### src/logic/fpm_defines.svh
// register indices, control bit positions and timing counts of the arithmetic unit
`ifndef FPM_DEFINES_SVH
`define FPM_DEFINES_SVH

// register index; byte address on the bus is four times the index
`define FPM_IDX_PORT_LOW   6'h3B
`define FPM_IDX_PORT_HIGH  6'h3C
`define FPM_IDX_CTRL       6'h3D

// arith_control bit positions
`define FPM_BIT_START      0
`define FPM_BIT_OVF_CLRY   1
`define FPM_BIT_BUSY_CLRX  2
`define FPM_BIT_IRQ_EN     3
`define FPM_BIT_DONE       4
`define FPM_BIT_SEL_LO     5
`define FPM_BIT_SEL_HI     6
`define FPM_BIT_HALF       7

// reset values
`define FPM_RST_WORD       32'h0000_0000
`define FPM_RST_SEL        2'h0

// timing: last radix-4 step count of a product (steps minus one), terms per full expression
`define FPM_MUL_STEPS      4'hF
`define FPM_EXPR_TERMS     2'h3

`endif

### src/logic/fpm_pkg.sv
// types shared by the arithmetic unit modules
package fpm_pkg;

    typedef enum logic [1:0] {
        FPM_IDLE = 2'b00,
        FPM_MUL  = 2'b01,
        FPM_ADD  = 2'b10,
        FPM_NEXT = 2'b11
    } fpm_state_e;

    typedef logic [31:0] fpm_word_t;

endpackage : fpm_pkg

### src/logic/fpm_mac_unit.sv
// fixed-point multiply-accumulate and filter expression unit with apb register access
//
// Added by the designer: the APB interface to the registers.
`timescale 1ns/1ps
`include "fpm_defines.svh"

module fpm_mac_unit #(
    parameter int ADDR_W = 8
) (
    input  wire logic              SYS_CLK,
    input  wire logic              RESET,
    input  wire logic              PSEL,
    input  wire logic              PENABLE,
    input  wire logic              PWRITE,
    input  wire logic [ADDR_W-1:0] PADDR,
    input  wire logic [31:0]       PWDATA,
    output logic      [31:0]       PRDATA,
    output logic                   PREADY,
    output logic                   PSLVERR,
    output logic                   COMPLETION_IRQ
);

    fpm_pkg::fpm_state_e state;

    // operand[0..2] are the coefficients, operand[3] the current sample
    fpm_pkg::fpm_word_t  operand [0:3];
    fpm_pkg::fpm_word_t  previous_sample;
    fpm_pkg::fpm_word_t  older_sample;
    fpm_pkg::fpm_word_t  accumulator;

    logic [1:0]  operand_select;
    logic        half_select;
    logic        completion_irq_enable;
    logic        done_flag;
    logic        mul_overflow;
    logic        acc_overflow;
    logic        expr_mode;
    logic [1:0]  term;

    logic [5:0]  reg_index;
    logic        addr_ok;
    logic        hit_low;
    logic        hit_high;
    logic        hit_ctrl;
    logic        setup_phase;
    logic        wr_commit;
    logic        ctrl_wr;
    logic        low_wr;
    logic        high_wr;
    logic        busy;
    logic        start_ok;
    logic        clear_acc;
    logic        clear_hist;
    logic        load_acc;
    logic        finish;
    logic        mul_load;
    logic        mul_last;
    logic [63:0] product;
    logic [31:0] coeff_sel;
    logic [31:0] sample_sel;
    logic [31:0] next_acc;
    logic        add_ovf;
    logic        prod_ovf;
    logic [7:0]  ctrl_read;
    logic [7:0]  next_rdata;
    logic [7:0]  wbyte;

    assign reg_index   = PADDR[7:2];
    assign addr_ok     = (PADDR[1:0] == 2'h0);
    assign hit_low     = addr_ok && (reg_index == `FPM_IDX_PORT_LOW);
    assign hit_high    = addr_ok && (reg_index == `FPM_IDX_PORT_HIGH);
    assign hit_ctrl    = addr_ok && (reg_index == `FPM_IDX_CTRL);
    assign setup_phase = PSEL && !PENABLE;
    // writes act only at the access edge the master samples pready on
    assign wr_commit   = PSEL && PENABLE && PREADY && PWRITE;
    assign ctrl_wr     = wr_commit && hit_ctrl;
    assign low_wr      = wr_commit && hit_low;
    assign high_wr     = wr_commit && hit_high;
    assign wbyte       = PWDATA[7:0];

    assign busy        = (state != fpm_pkg::FPM_IDLE);
    assign start_ok    = ctrl_wr && wbyte[`FPM_BIT_START] && !busy;
    assign clear_acc   = ctrl_wr && wbyte[`FPM_BIT_OVF_CLRY] && !wbyte[`FPM_BIT_BUSY_CLRX];
    assign clear_hist  = ctrl_wr && wbyte[`FPM_BIT_BUSY_CLRX] && !wbyte[`FPM_BIT_OVF_CLRY];
    assign load_acc    = ctrl_wr && wbyte[`FPM_BIT_OVF_CLRY] && wbyte[`FPM_BIT_BUSY_CLRX];

    assign finish      = ((state == fpm_pkg::FPM_ADD) && !expr_mode)
                      || ((state == fpm_pkg::FPM_NEXT) && (term == `FPM_EXPR_TERMS));
    assign mul_load    = start_ok
                      || ((state == fpm_pkg::FPM_NEXT) && (term != `FPM_EXPR_TERMS));

    // term select; at start the term counter is forced back to the first product
    always_comb begin
        coeff_sel  = operand[0];
        sample_sel = operand[3];
        if (!start_ok) begin
            unique case (term)
                2'h1: begin
                    coeff_sel  = operand[1];
                    sample_sel = previous_sample;
                end
                2'h2: begin
                    coeff_sel  = operand[2];
                    sample_sel = older_sample;
                end
                default: begin
                    coeff_sel  = operand[0];
                    sample_sel = operand[3];
                end
            endcase
        end
    end

    fpm_booth_mul u_mul (
        .clk       (SYS_CLK),
        .reset     (RESET),
        .load      (mul_load),
        .mcand     (coeff_sel),
        .mplier    (sample_sel),
        .product   (product),
        .last_step (mul_last)
    );

    // a product is kept as its low word; any lost significance flags overflow
    assign prod_ovf = !((&product[63:31]) || !(|product[63:31]));

    fpm_acc_adder u_add (
        .acc      (accumulator),
        .addend   (product[31:0]),
        .sum      (next_acc),
        .overflow (add_ovf)
    );

    // sequencer: mac is 16 steps plus add, expression is three of
    // 16 steps, add and a select cycle; the last select cycle shifts history
    always_ff @(posedge SYS_CLK) begin
        if (RESET) begin
            state <= fpm_pkg::FPM_IDLE;
        end else begin
            unique case (state)
                fpm_pkg::FPM_IDLE: begin
                    if (start_ok) begin
                        state <= fpm_pkg::FPM_MUL;
                    end
                end
                fpm_pkg::FPM_MUL: begin
                    if (mul_last) begin
                        state <= fpm_pkg::FPM_ADD;
                    end
                end
                fpm_pkg::FPM_ADD: begin
                    state <= expr_mode ? fpm_pkg::FPM_NEXT : fpm_pkg::FPM_IDLE;
                end
                fpm_pkg::FPM_NEXT: begin
                    state <= (term == `FPM_EXPR_TERMS) ? fpm_pkg::FPM_IDLE : fpm_pkg::FPM_MUL;
                end
            endcase
        end
    end

    always_ff @(posedge SYS_CLK) begin
        if (RESET) begin
            expr_mode <= 1'b0;
            term      <= 2'h0;
        end else if (start_ok) begin
            // the half bit of the starting write picks the operation, not the stale one
            expr_mode <= !wbyte[`FPM_BIT_HALF];
            term      <= 2'h0;
        end else if (state == fpm_pkg::FPM_ADD) begin
            term <= term + 2'h1;
        end
    end

    // accumulator: only the sequencer, clear and load-from-sample touch it
    always_ff @(posedge SYS_CLK) begin
        if (RESET) begin
            accumulator <= `FPM_RST_WORD;
        end else if (load_acc) begin
            accumulator <= operand[3];
        end else if (clear_acc) begin
            accumulator <= `FPM_RST_WORD;
        end else if (state == fpm_pkg::FPM_ADD) begin
            accumulator <= next_acc;
        end
    end

    // sticky overflow flags; a fresh overflow wins over a clear in the same cycle
    always_ff @(posedge SYS_CLK) begin
        if (RESET) begin
            mul_overflow <= 1'b0;
            acc_overflow <= 1'b0;
        end else if ((state == fpm_pkg::FPM_ADD) && (prod_ovf || add_ovf)) begin
            mul_overflow <= mul_overflow || prod_ovf;
            acc_overflow <= acc_overflow || add_ovf;
        end else if (clear_acc || load_acc) begin
            mul_overflow <= 1'b0;
            acc_overflow <= 1'b0;
        end
    end

    // coefficient and current sample registers, byte-wise through the ports
    genvar gi;
    generate
        for (gi = 0; gi < 4; gi++) begin : g_operand
            logic sel_hit;
            assign sel_hit = (operand_select == 2'(gi));
            always_ff @(posedge SYS_CLK) begin
                if (RESET) begin
                    operand[gi] <= `FPM_RST_WORD;
                end else if ((gi == 3) && clear_hist) begin
                    operand[gi] <= `FPM_RST_WORD;
                end else if (sel_hit && low_wr) begin
                    if (half_select) begin
                        operand[gi][23:16] <= wbyte;
                    end else begin
                        operand[gi][7:0] <= wbyte;
                    end
                end else if (sel_hit && high_wr) begin
                    if (half_select) begin
                        operand[gi][31:24] <= wbyte;
                    end else begin
                        operand[gi][15:8] <= wbyte;
                    end
                end
            end
        end
    endgenerate

    // history has no write path; shift at expression end beats a clear
    always_ff @(posedge SYS_CLK) begin
        if (RESET) begin
            previous_sample <= `FPM_RST_WORD;
            older_sample    <= `FPM_RST_WORD;
        end else if (finish && expr_mode) begin
            previous_sample <= operand[3];
            older_sample    <= previous_sample;
        end else if (clear_hist) begin
            previous_sample <= `FPM_RST_WORD;
            older_sample    <= `FPM_RST_WORD;
        end
    end

    // control fields
    always_ff @(posedge SYS_CLK) begin
        if (RESET) begin
            operand_select        <= `FPM_RST_SEL;
            half_select           <= 1'b0;
            completion_irq_enable <= 1'b0;
        end else if (ctrl_wr) begin
            operand_select        <= {wbyte[`FPM_BIT_SEL_HI], wbyte[`FPM_BIT_SEL_LO]};
            half_select           <= wbyte[`FPM_BIT_HALF];
            completion_irq_enable <= wbyte[`FPM_BIT_IRQ_EN];
        end
    end

    // completion flag; set at end beats a software clear in the same cycle
    always_ff @(posedge SYS_CLK) begin
        if (RESET) begin
            done_flag <= 1'b0;
        end else if (finish && completion_irq_enable) begin
            done_flag <= 1'b1;
        end else if (ctrl_wr && !wbyte[`FPM_BIT_DONE]) begin
            done_flag <= 1'b0;
        end
    end

    // irq mirrors the flag gated by the enable one cycle late, keeping the output on a flop
    always_ff @(posedge SYS_CLK) begin
        if (RESET) begin
            COMPLETION_IRQ <= 1'b0;
        end else begin
            COMPLETION_IRQ <= done_flag && completion_irq_enable;
        end
    end

    always_comb begin
        ctrl_read                      = 8'h00;
        ctrl_read[`FPM_BIT_OVF_CLRY]   = mul_overflow || acc_overflow;
        ctrl_read[`FPM_BIT_BUSY_CLRX]  = busy;
        ctrl_read[`FPM_BIT_IRQ_EN]     = completion_irq_enable;
        ctrl_read[`FPM_BIT_DONE]       = done_flag;
        ctrl_read[`FPM_BIT_SEL_LO]     = operand_select[0];
        ctrl_read[`FPM_BIT_SEL_HI]     = operand_select[1];
        ctrl_read[`FPM_BIT_HALF]       = half_select;
    end

    // ports read the accumulator only, whatever operand is selected
    always_comb begin
        next_rdata = 8'h00;
        if (hit_ctrl) begin
            next_rdata = ctrl_read;
        end else if (hit_low) begin
            next_rdata = half_select ? accumulator[23:16] : accumulator[7:0];
        end else if (hit_high) begin
            next_rdata = half_select ? accumulator[31:24] : accumulator[15:8];
        end
    end

    // apb slave: data captured in setup, one access cycle, ready from a flop
    always_ff @(posedge SYS_CLK) begin
        if (RESET) begin
            PREADY  <= 1'b0;
            PSLVERR <= 1'b0;
            PRDATA  <= 32'h0000_0000;
        end else if (setup_phase) begin
            PREADY  <= 1'b1;
            PSLVERR <= !(hit_ctrl || hit_low || hit_high);
            PRDATA  <= PWRITE ? 32'h0000_0000 : {24'h00_0000, next_rdata};
        end else begin
            PREADY  <= 1'b0;
            PSLVERR <= 1'b0;
        end
    end

endmodule : fpm_mac_unit

### src/logic/fpm_booth_mul.sv
// sequential radix-4 booth multiplier, signed 32 x 32, sixteen steps
`timescale 1ns/1ps
`include "fpm_defines.svh"

module fpm_booth_mul (
    input  wire logic          clk,
    input  wire logic          reset,
    input  wire logic          load,
    input  wire logic [31:0]   mcand,
    input  wire logic [31:0]   mplier,
    output logic      [63:0]   product,
    output logic               last_step
);

    logic [33:0] hi;
    logic [31:0] lo;
    logic        q;
    logic [3:0]  cnt;
    logic        running;
    logic [33:0] m1;
    logic [33:0] m2;
    logic [33:0] addend;
    logic [33:0] sum;
    logic [31:0] mc;

    assign m1 = {{2{mc[31]}}, mc};
    assign m2 = {mc[31], mc, 1'b0};

    always_comb begin
        unique case ({lo[1:0], q})
            3'h1, 3'h2: addend = m1;
            3'h3:       addend = m2;
            3'h4:       addend = 34'h0 - m2;
            3'h5, 3'h6: addend = 34'h0 - m1;
            default:    addend = 34'h0;
        endcase
        sum = hi + addend;
    end

    always_ff @(posedge clk) begin
        if (reset) begin
            hi      <= 34'h0;
            lo      <= 32'h0;
            q       <= 1'b0;
            mc      <= 32'h0;
            cnt     <= 4'h0;
            running <= 1'b0;
        end else if (load) begin
            hi      <= 34'h0;
            lo      <= mplier;
            q       <= 1'b0;
            mc      <= mcand;
            cnt     <= 4'h0;
            running <= 1'b1;
        end else if (running) begin
            // arithmetic shift of {sum, lo, q} right by two
            hi  <= {sum[33], sum[33], sum[33:2]};
            lo  <= {sum[1:0], lo[31:2]};
            q   <= lo[1];
            cnt <= cnt + 4'h1;
            if (cnt == `FPM_MUL_STEPS) begin
                running <= 1'b0;
            end
        end
    end

    assign product   = {hi[31:0], lo};
    assign last_step = running && (cnt == `FPM_MUL_STEPS);

endmodule : fpm_booth_mul

### src/logic/fpm_acc_adder.sv
// signed 32-bit accumulate adder with two's complement overflow detect
`timescale 1ns/1ps

module fpm_acc_adder (
    input  wire logic [31:0] acc,
    input  wire logic [31:0] addend,
    output logic      [31:0] sum,
    output logic             overflow
);

    assign sum      = acc + addend;
    // overflow only when both inputs share a sign the result lacks
    assign overflow = (acc[31] == addend[31]) && (sum[31] != acc[31]);

endmodule : fpm_acc_adder

### config.mk
export PLATFORM = sky130hd
export DESIGN_NAME = fpm_mac_unit
export DESIGN_NICKNAME = d
export VERILOG_FILES = /design/src/logic/fpm_pkg.sv /design/src/logic/fpm_mac_unit.sv /design/src/logic/fpm_booth_mul.sv /design/src/logic/fpm_acc_adder.sv
export VERILOG_INCLUDE_DIRS = /design/src /design/src/logic
export SDC_FILE = /design/constraint.sdc
export NUM_CORES = 1
export LEC_CHECK = 0
export BUFFER_PORTS_ARGS = -buffer_cell sky130_fd_sc_hd__buf_2
export CAP_MARGIN = 0
export CORE_MARGIN = 4
export CORE_UTILIZATION = 60
export CTS_CLUSTER_DIAMETER = 50
export DETAILED_ROUTE_END_ITERATION = 10
export PLACE_DENSITY = 0.78
export SKIP_CTS_REPAIR_TIMING = 1
export SLEW_MARGIN = 20
export SYNTH_ARGS = -nofsm -noshare
export SYNTH_HDL_FRONTEND = slang
export SYNTH_SLANG_ARGS = --single-unit
### constraint.sdc
create_clock -name SYS_CLK -period 5.3 [get_ports SYS_CLK]
set_input_delay 0.53 -clock SYS_CLK [delete_from_list [all_inputs] [get_ports SYS_CLK]]
set_output_delay 0.53 -clock SYS_CLK [all_outputs]
set_load 0.005 [all_outputs]
==> impl_metrics.tcl, run 1 <==
set metrics [dict create \
    layout-drive-gt1-share 0.0786 \
    cts_tree "yes" \
    utilization 0.655 \
    initialDrtViolationCount 2052 \
    worstReg2RegStart "u_mul.mc[0]" \
    rsz0062_at_grt "no" \
    synth_top_area_share 0.223 \
    worst_slew_pin_slew_ns 1.10 \
    slowest_delay_ns 0.47 \
    switching_share 0.228 \
    root_buffer "clkbuf_16" \
    synth.avg_cell_area_sq_um 9.04 \
    routed_wirelength_mm 56.0 \
    hold_violations 0 \
    relSlewSlack 0.263 \
    finalSetupViolations 0 \
    synth_edf_count 128 \
    outcome "finished, final reports clean" \
    finClkSkew_ns 0.0191 \
    synth.distinct_cells 86 \
    first_pass_iters 6 \
    syn_area_sq_um 19900 \
    yosys.area.top_type "dfxtp_1" \
    critPathSlowestCell "or4_1" \
    area_growth_pct 7.52 \
    num_rows 66 \
    p_sw_w 0.00129 \
    synth.area.top_cells "dfxtp_1 (22%), edfxtp_1 (19%), nor2_1 (4.5%)" \
    insertion_delay_ns 0.56 \
    seq_power_share 0.500 \
    crit_chain "inv_1 > ha_1 > or3b_4 > nor4b_1 > nand4_1 > nand2_1 > xnor2_1 > a221oi_1 > a31oi_1 > ha_1 > and3_1 > and2_1 > a221oi_1 > o21ai_0 > or4_1 > a22oi_1 > xnor2_1 > nor2_2 > mux2i_1" \
    gp_congestion 0.954 \
    clock_path_buffers 3 \
    initial_core_util 0.609 \
    grtUsageTotal 0.299 \
    r2r_cells 19 \
    crit_required_ns 5.77 \
    htree_levels 2 \
    holdPathStages 3 \
    die_area_sq_um 36100 \
    min_period_ns 4.96 \
    dp_hpwl_mm 37.3 \
    vias_per_cell 6.57 \
    ys_seq_area_frac 0.416 \
    clockPowerShare 0.478 \
    core_sq_um 32600 \
    layout.nets 2258 \
    drt-wirelength-per-cell_um 21.4 \
    fin_tns_setup_ns 0 \
    grt_max_degree 77 \
    cp_max_fo 5 \
    fin_crit_sh 0.936 \
    drv_slew 0 \
    cts_buffers 41 \
    start_kind "flip-flop" \
    drv_cap 0 \
    p_int_w 0.00437 \
    yosys.cell_count.top_type "nor2_1" \
    p_comb_frac 0.023 \
    gr-total-overflow 0 \
    design_area_sq_um 21400 \
    antenna_found_initial 3 \
    synth_warnings 0 \
    regToRegSetupSlack_ns 0.34 \
    port_buffers 31 \
    drc 0 \
    synthTopCellsByCount "nor2_1 (239), dfxtp_1 (221), nand2_1 (175)" \
    irDropWorstVdd_mv 0.305 \
    synthArstFlopShare 0 \
    hp-start "PWDATA[7]" \
    antenna_left 0 \
    fmax_ghz 0.202 \
    hold_path_class "in -> reg" \
    synthCells 2199 \
    pin_count 80 \
    grt_pass1_wl_mm 87.3 \
    p_per_area_nw_per_um2 265 \
    num_vias 17206 \
    arrival_ns 5.43 \
    path_clk_slew_ns 0.06 \
    power.leakage_nw 7.92 \
    cts_sinks 349 \
    r2r_end "u_mul.hi[31]" \
    worstSetupPathType "reg -> reg" \
    die_h_um 190 \
    ys_ff_latch 349 \
    hold_end "half_select" \
    placed_cell_area_sq_um 20100 \
    synthFlopType "dfxtp_1" \
    first_global_vias 16170 \
    dieWidth_um 190 \
    endpoint_kind "flip-flop" \
]
-- cell families after synthesis --
kind of cell | after synthesis | synth area share
XOR/XNOR | 111 | 0.0493
AND/OR/NAND/NOR | 725 | 0.177
AO/OA/AOI/OAI | 633 | 0.215
flip-flops | 349 | 0.416
buffers and inverters | 226 | 0.0546
adder cells (fa/ha/maj) | 71 | 0.0454
other | 1 | 0.000189
multiplexers | 83 | 0.0425
-- placed cells by master, fill, tap and decap left out, types with 35 or more instances in the layout --
cell type	count
o32ai_1	36
xnor2_1	69
nand3_1	35
and2_1	119
a22oi_1	75
nand2_1	175
a221oi_1	53
nor3_1	41
buf_4	41
ha_1	67
edfxtp_1	128
nor2_1	236
mux2i_1	80
dfxtp_1	220
xor2_1	41
o21ai_0	137
clkbuf_16	42
a21oi_1	118
-- through the flow --
stage / worst slack, ns / std cells / hold WS (ns) / power [W]
6_report: 0.339 / 2618 / 0.276 / 0.00566
5_1_grt: 0.0133 / 2618 / 0.308 / 0.00580
4_1_cts: 0.294 / 2616 / 0.256 / 0.00567
3_5_place_dp: 0.343 / 2540 / 0.482 / 0.00301
3_3_place_gp: 0.424 / 2540 / 0.465 / 0.00300
2_1_floorplan: 0.844 / 2222 / 0.458 / 0.00296
-- registers in the layout, indices dropped and copies added, names as in the netlist, 2 cells and up --
name,cells
PRDATA,8
accumulator,32
older_sample,32
operand,128
operand_select,2
previous_sample,32
state,2
term,2
u_mul.cnt,4
u_mul.hi,32
u_mul.lo,32
u_mul.mc,32
-- worst max path at each step --
stage,end,slack [ns],start,depth (start not counted)
2_1_floorplan,u_mul.hi[31],0.84,u_mul.mc[11],20
3_3_place_gp,u_mul.hi[31],0.42,u_mul.mc[2],19
3_5_place_dp,u_mul.hi[30],0.34,u_mul.mc[1],19
4_1_cts,u_mul.hi[30],0.29,u_mul.mc[0],19
5_1_grt,u_mul.hi[31],0.01,u_mul.mc[0],19
6_report,u_mul.hi[31],0.34,u_mul.mc[0],19
-- final cells by class --
type                    instances  area, sq um
diodes                          1         2.50
clock buffers                  50         1090
clock inverters                26          196
fillers                      2635        11200
inverters                      32          120
multi-input cells            1647        10700
flip-flops and latches        349         8270
well taps                     442          553
repair buffers                 71          458
-- worst max-delay path, delay by kind of cell (launching register included) --
| kind | cells | cell delay (ns) |
|---|---|---|
| flops | 1 | 0.34 |
| compound gates | 5 | 1.19 |
| xor+xnor | 2 | 0.20 |
| buf+inv | 1 | 0.14 |
| simple gates | 8 | 2.16 |
| mux | 1 | 0.18 |
| fa+ha+maj | 2 | 0.67 |
-- power by group through the flow --
stage               clock network (W)  logic [W]  registers, W
floorplan                           0  0.0000834       0.00288
global placement                    0   0.000121       0.00288
detailed placement                  0   0.000124       0.00288
CTS                           0.00272   0.000124       0.00283
global route                  0.00284   0.000137       0.00283
finish                        0.00270   0.000128       0.00283
-- per-layer routing --
metal  global-route usage  routed length, um  up-vias
met3               0.0839               6510      121
li1                     -                  -     7939
met1                0.419              23600     8201
met5                    0                 14        -
met4               0.0896               1410        2
met2                0.455              24400      943
No activity file was read; power rests on OpenSTA's default activity.
==> run 2, diff against run 1 <==
- CORE_MARGIN: 4 -> 2
- RECOVER_POWER: unset -> 25
==> impl_metrics.tcl, run 2 (synthesized netlist as in run 1, its figures left out) <==
set metrics [dict create \
    irDropWorstVdd_mv 0.253 \
    layout.nets 2256 \
    worstSetupPathType "reg -> reg" \
    violations "max-capacitance violations, max-slew violations" \
    cp-endpoint "u_mul.hi[31]" \
    grt_max_degree 73 \
    utilization 0.654 \
    routed_wirelength_mm 55.3 \
    slowest_delay_ns 0.49 \
    vias_per_cell 6.53 \
    core_sq_um 32600 \
    p_per_area_nw_per_um2 264 \
    critPathSlowestCell "or3b_1" \
    hold_path_class "in -> reg" \
    layout-drive-gt1-share 0.0714 \
    start_kind "flip-flop" \
    first_pass_iters 5 \
    hold_violations 0 \
    drv_slew 73 \
    gr-total-overflow 0 \
    crit_cells 20 \
    r2r_cells 20 \
    r2r_end "u_mul.hi[31]" \
    worstSetupStartpoint "u_mul.mc[0]" \
    min_period_ns 4.91 \
    fin_tns_setup_ns 0 \
    fin_crit_sh 0.926 \
    clock_path_buffers 3 \
    drv_cap 1 \
    dieWidth_um 186 \
    regToRegSetupSlack_ns 0.39 \
    largest_reg_flops 128 \
    path_delay_family "simple AND/OR/NAND/NOR gates" \
    fmax_ghz 0.204 \
    die_h_um 186 \
    relSlewSlack -1.30 \
    insertion_delay_ns 0.55 \
    crit_required_ns 5.77 \
    finClkSkew_ns 0.0169 \
    final_cell_mix "nor2_1 (236), dfxtp_1 (220), nand2_1 (175)" \
    placed_cells 2539 \
    endpoint_kind "flip-flop" \
    first_global_vias 15787 \
    area_growth_pct 7.28 \
    final_cells 2613 \
    worst_slew_pin_slew_ns 3.45 \
    arrival_ns 5.37 \
    outcome "finished with violations" \
    cts_buffers 41 \
    root_buffer "clkbuf_16" \
    cts_tree "yes" \
    antenna_found_initial 4 \
    initial_core_util 0.609 \
    pin_count 80 \
    dp_hpwl_mm 36.5 \
    worstReg2RegStart "u_mul.mc[0]" \
    num_rows 66 \
    grt_pass1_wl_mm 86.2 \
    port_buffers 31 \
    regMostFlops "operand" \
    grtUsageTotal 0.316 \
    cp_max_fo 6 \
    drt-wirelength-per-cell_um 21.2 \
    cts_sinks 349 \
    rsz0062_at_grt "no" \
    gp_congestion 0.926 \
    htree_levels 2 \
    antenna_cells 0 \
    mostFrequentLayoutCell "nor2_1" \
    finalSetupViolations 0 \
    die_area_sq_um 34600 \
    num_vias 17065 \
    drc 0 \
    crit_buf_inv 1 \
    antenna_left 0 \
    p_total_w 0.00564 \
    hold_slack_ns 0.278 \
    path_clk_slew_ns 0.06 \
    crit_chain "inv_1 > ha_1 > or3b_1 > nor4b_4 > nand2_1 > or3_1 > nand2_1 > xnor2_1 > a221oi_1 > a31oi_1 > ha_1 > a21oi_1 > o21ai_0 > a211oi_1 > nor3_1 > or4_1 > a22oi_1 > xnor2_1 > nor2_2 > mux2i_1" \
    power.leakage_nw 7.81 \
    initialDrtViolationCount 1955 \
]
==> run 2: changes by cell type in the layout (fill, tap and decap cells not counted), moves of 8 or more <==
| cell | previous run | this run |
|---|---|---|
| buf_2 | 30 | 21 |
| buf_4 | 41 | 33 |
| clkbuf_1 | 7 | 29 |
| clkinv_1 | 12 | 3 |
| and2_0 | 0 | 37 |
| and2_1 | 119 | 81 |
==> run 2: report_power, final <==
group | internal (W) | leakage (nW) | total, W | switching, W
sequential | 0.00281 | 3.09 | 0.00283 | 0.0000180
combinational | 0.0000218 | 4.09 | 0.000128 | 0.000106
clock | 0.00154 | 0.617 | 0.00269 | 0.00115
==> run 2: final cells by class <==
type	instances	area [sq um]
clock buffers	60	1160
fillers	2648	11300
inverters	32	120
flip-flops and latches	349	8270
repair buffers	69	409
multi-input cells	1647	10700
well taps	442	553
clock inverters	14	121
==> run 2: tightest hold or removal path, delay by kind of cell <==
kind                   cells  cell delay, ns
muxes                      1            0.07
and+or+nand+nor            1            0.09
buffers and inverters      1            0.10
==> run 2: metrics by stage <==
stage | setup WS, ns | area [sq um]
6_report | 0.394 | 21300
5_1_grt | 0.000786 | 21300
4_1_cts | 0.337 | 21300
3_5_place_dp | 0.415 | 20000
3_3_place_gp | 0.450 | 20000
2_1_floorplan | 0.844 | 20000
==> run 2: metal layers <==
layer | wire (um) | up-vias | GRT usage
li1 | - | 7930 | -
met1 | 24000 | 8178 | 0.455
met2 | 24200 | 845 | 0.483
met3 | 5650 | 110 | 0.0632
met4 | 1420 | 2 | 0.0882
met5 | 11 | - | 0
==> run 2: how the worst min path moves through the flow <==
stage / startpoint / to / slack (ns) / cells after the start
final: PWDATA[7] / half_select / 0.28 / 3
after global routing: PWDATA[7] / half_select / 0.31 / 3
after CTS: PWDATA[7] / half_select / 0.27 / 3
after detailed placement: older_sample[3] / older_sample[3] / 0.48 / 2
after global placement: PRDATA[0] / PRDATA[0] / 0.47 / 2
after floorplan: done_flag / done_flag / 0.46 / 2
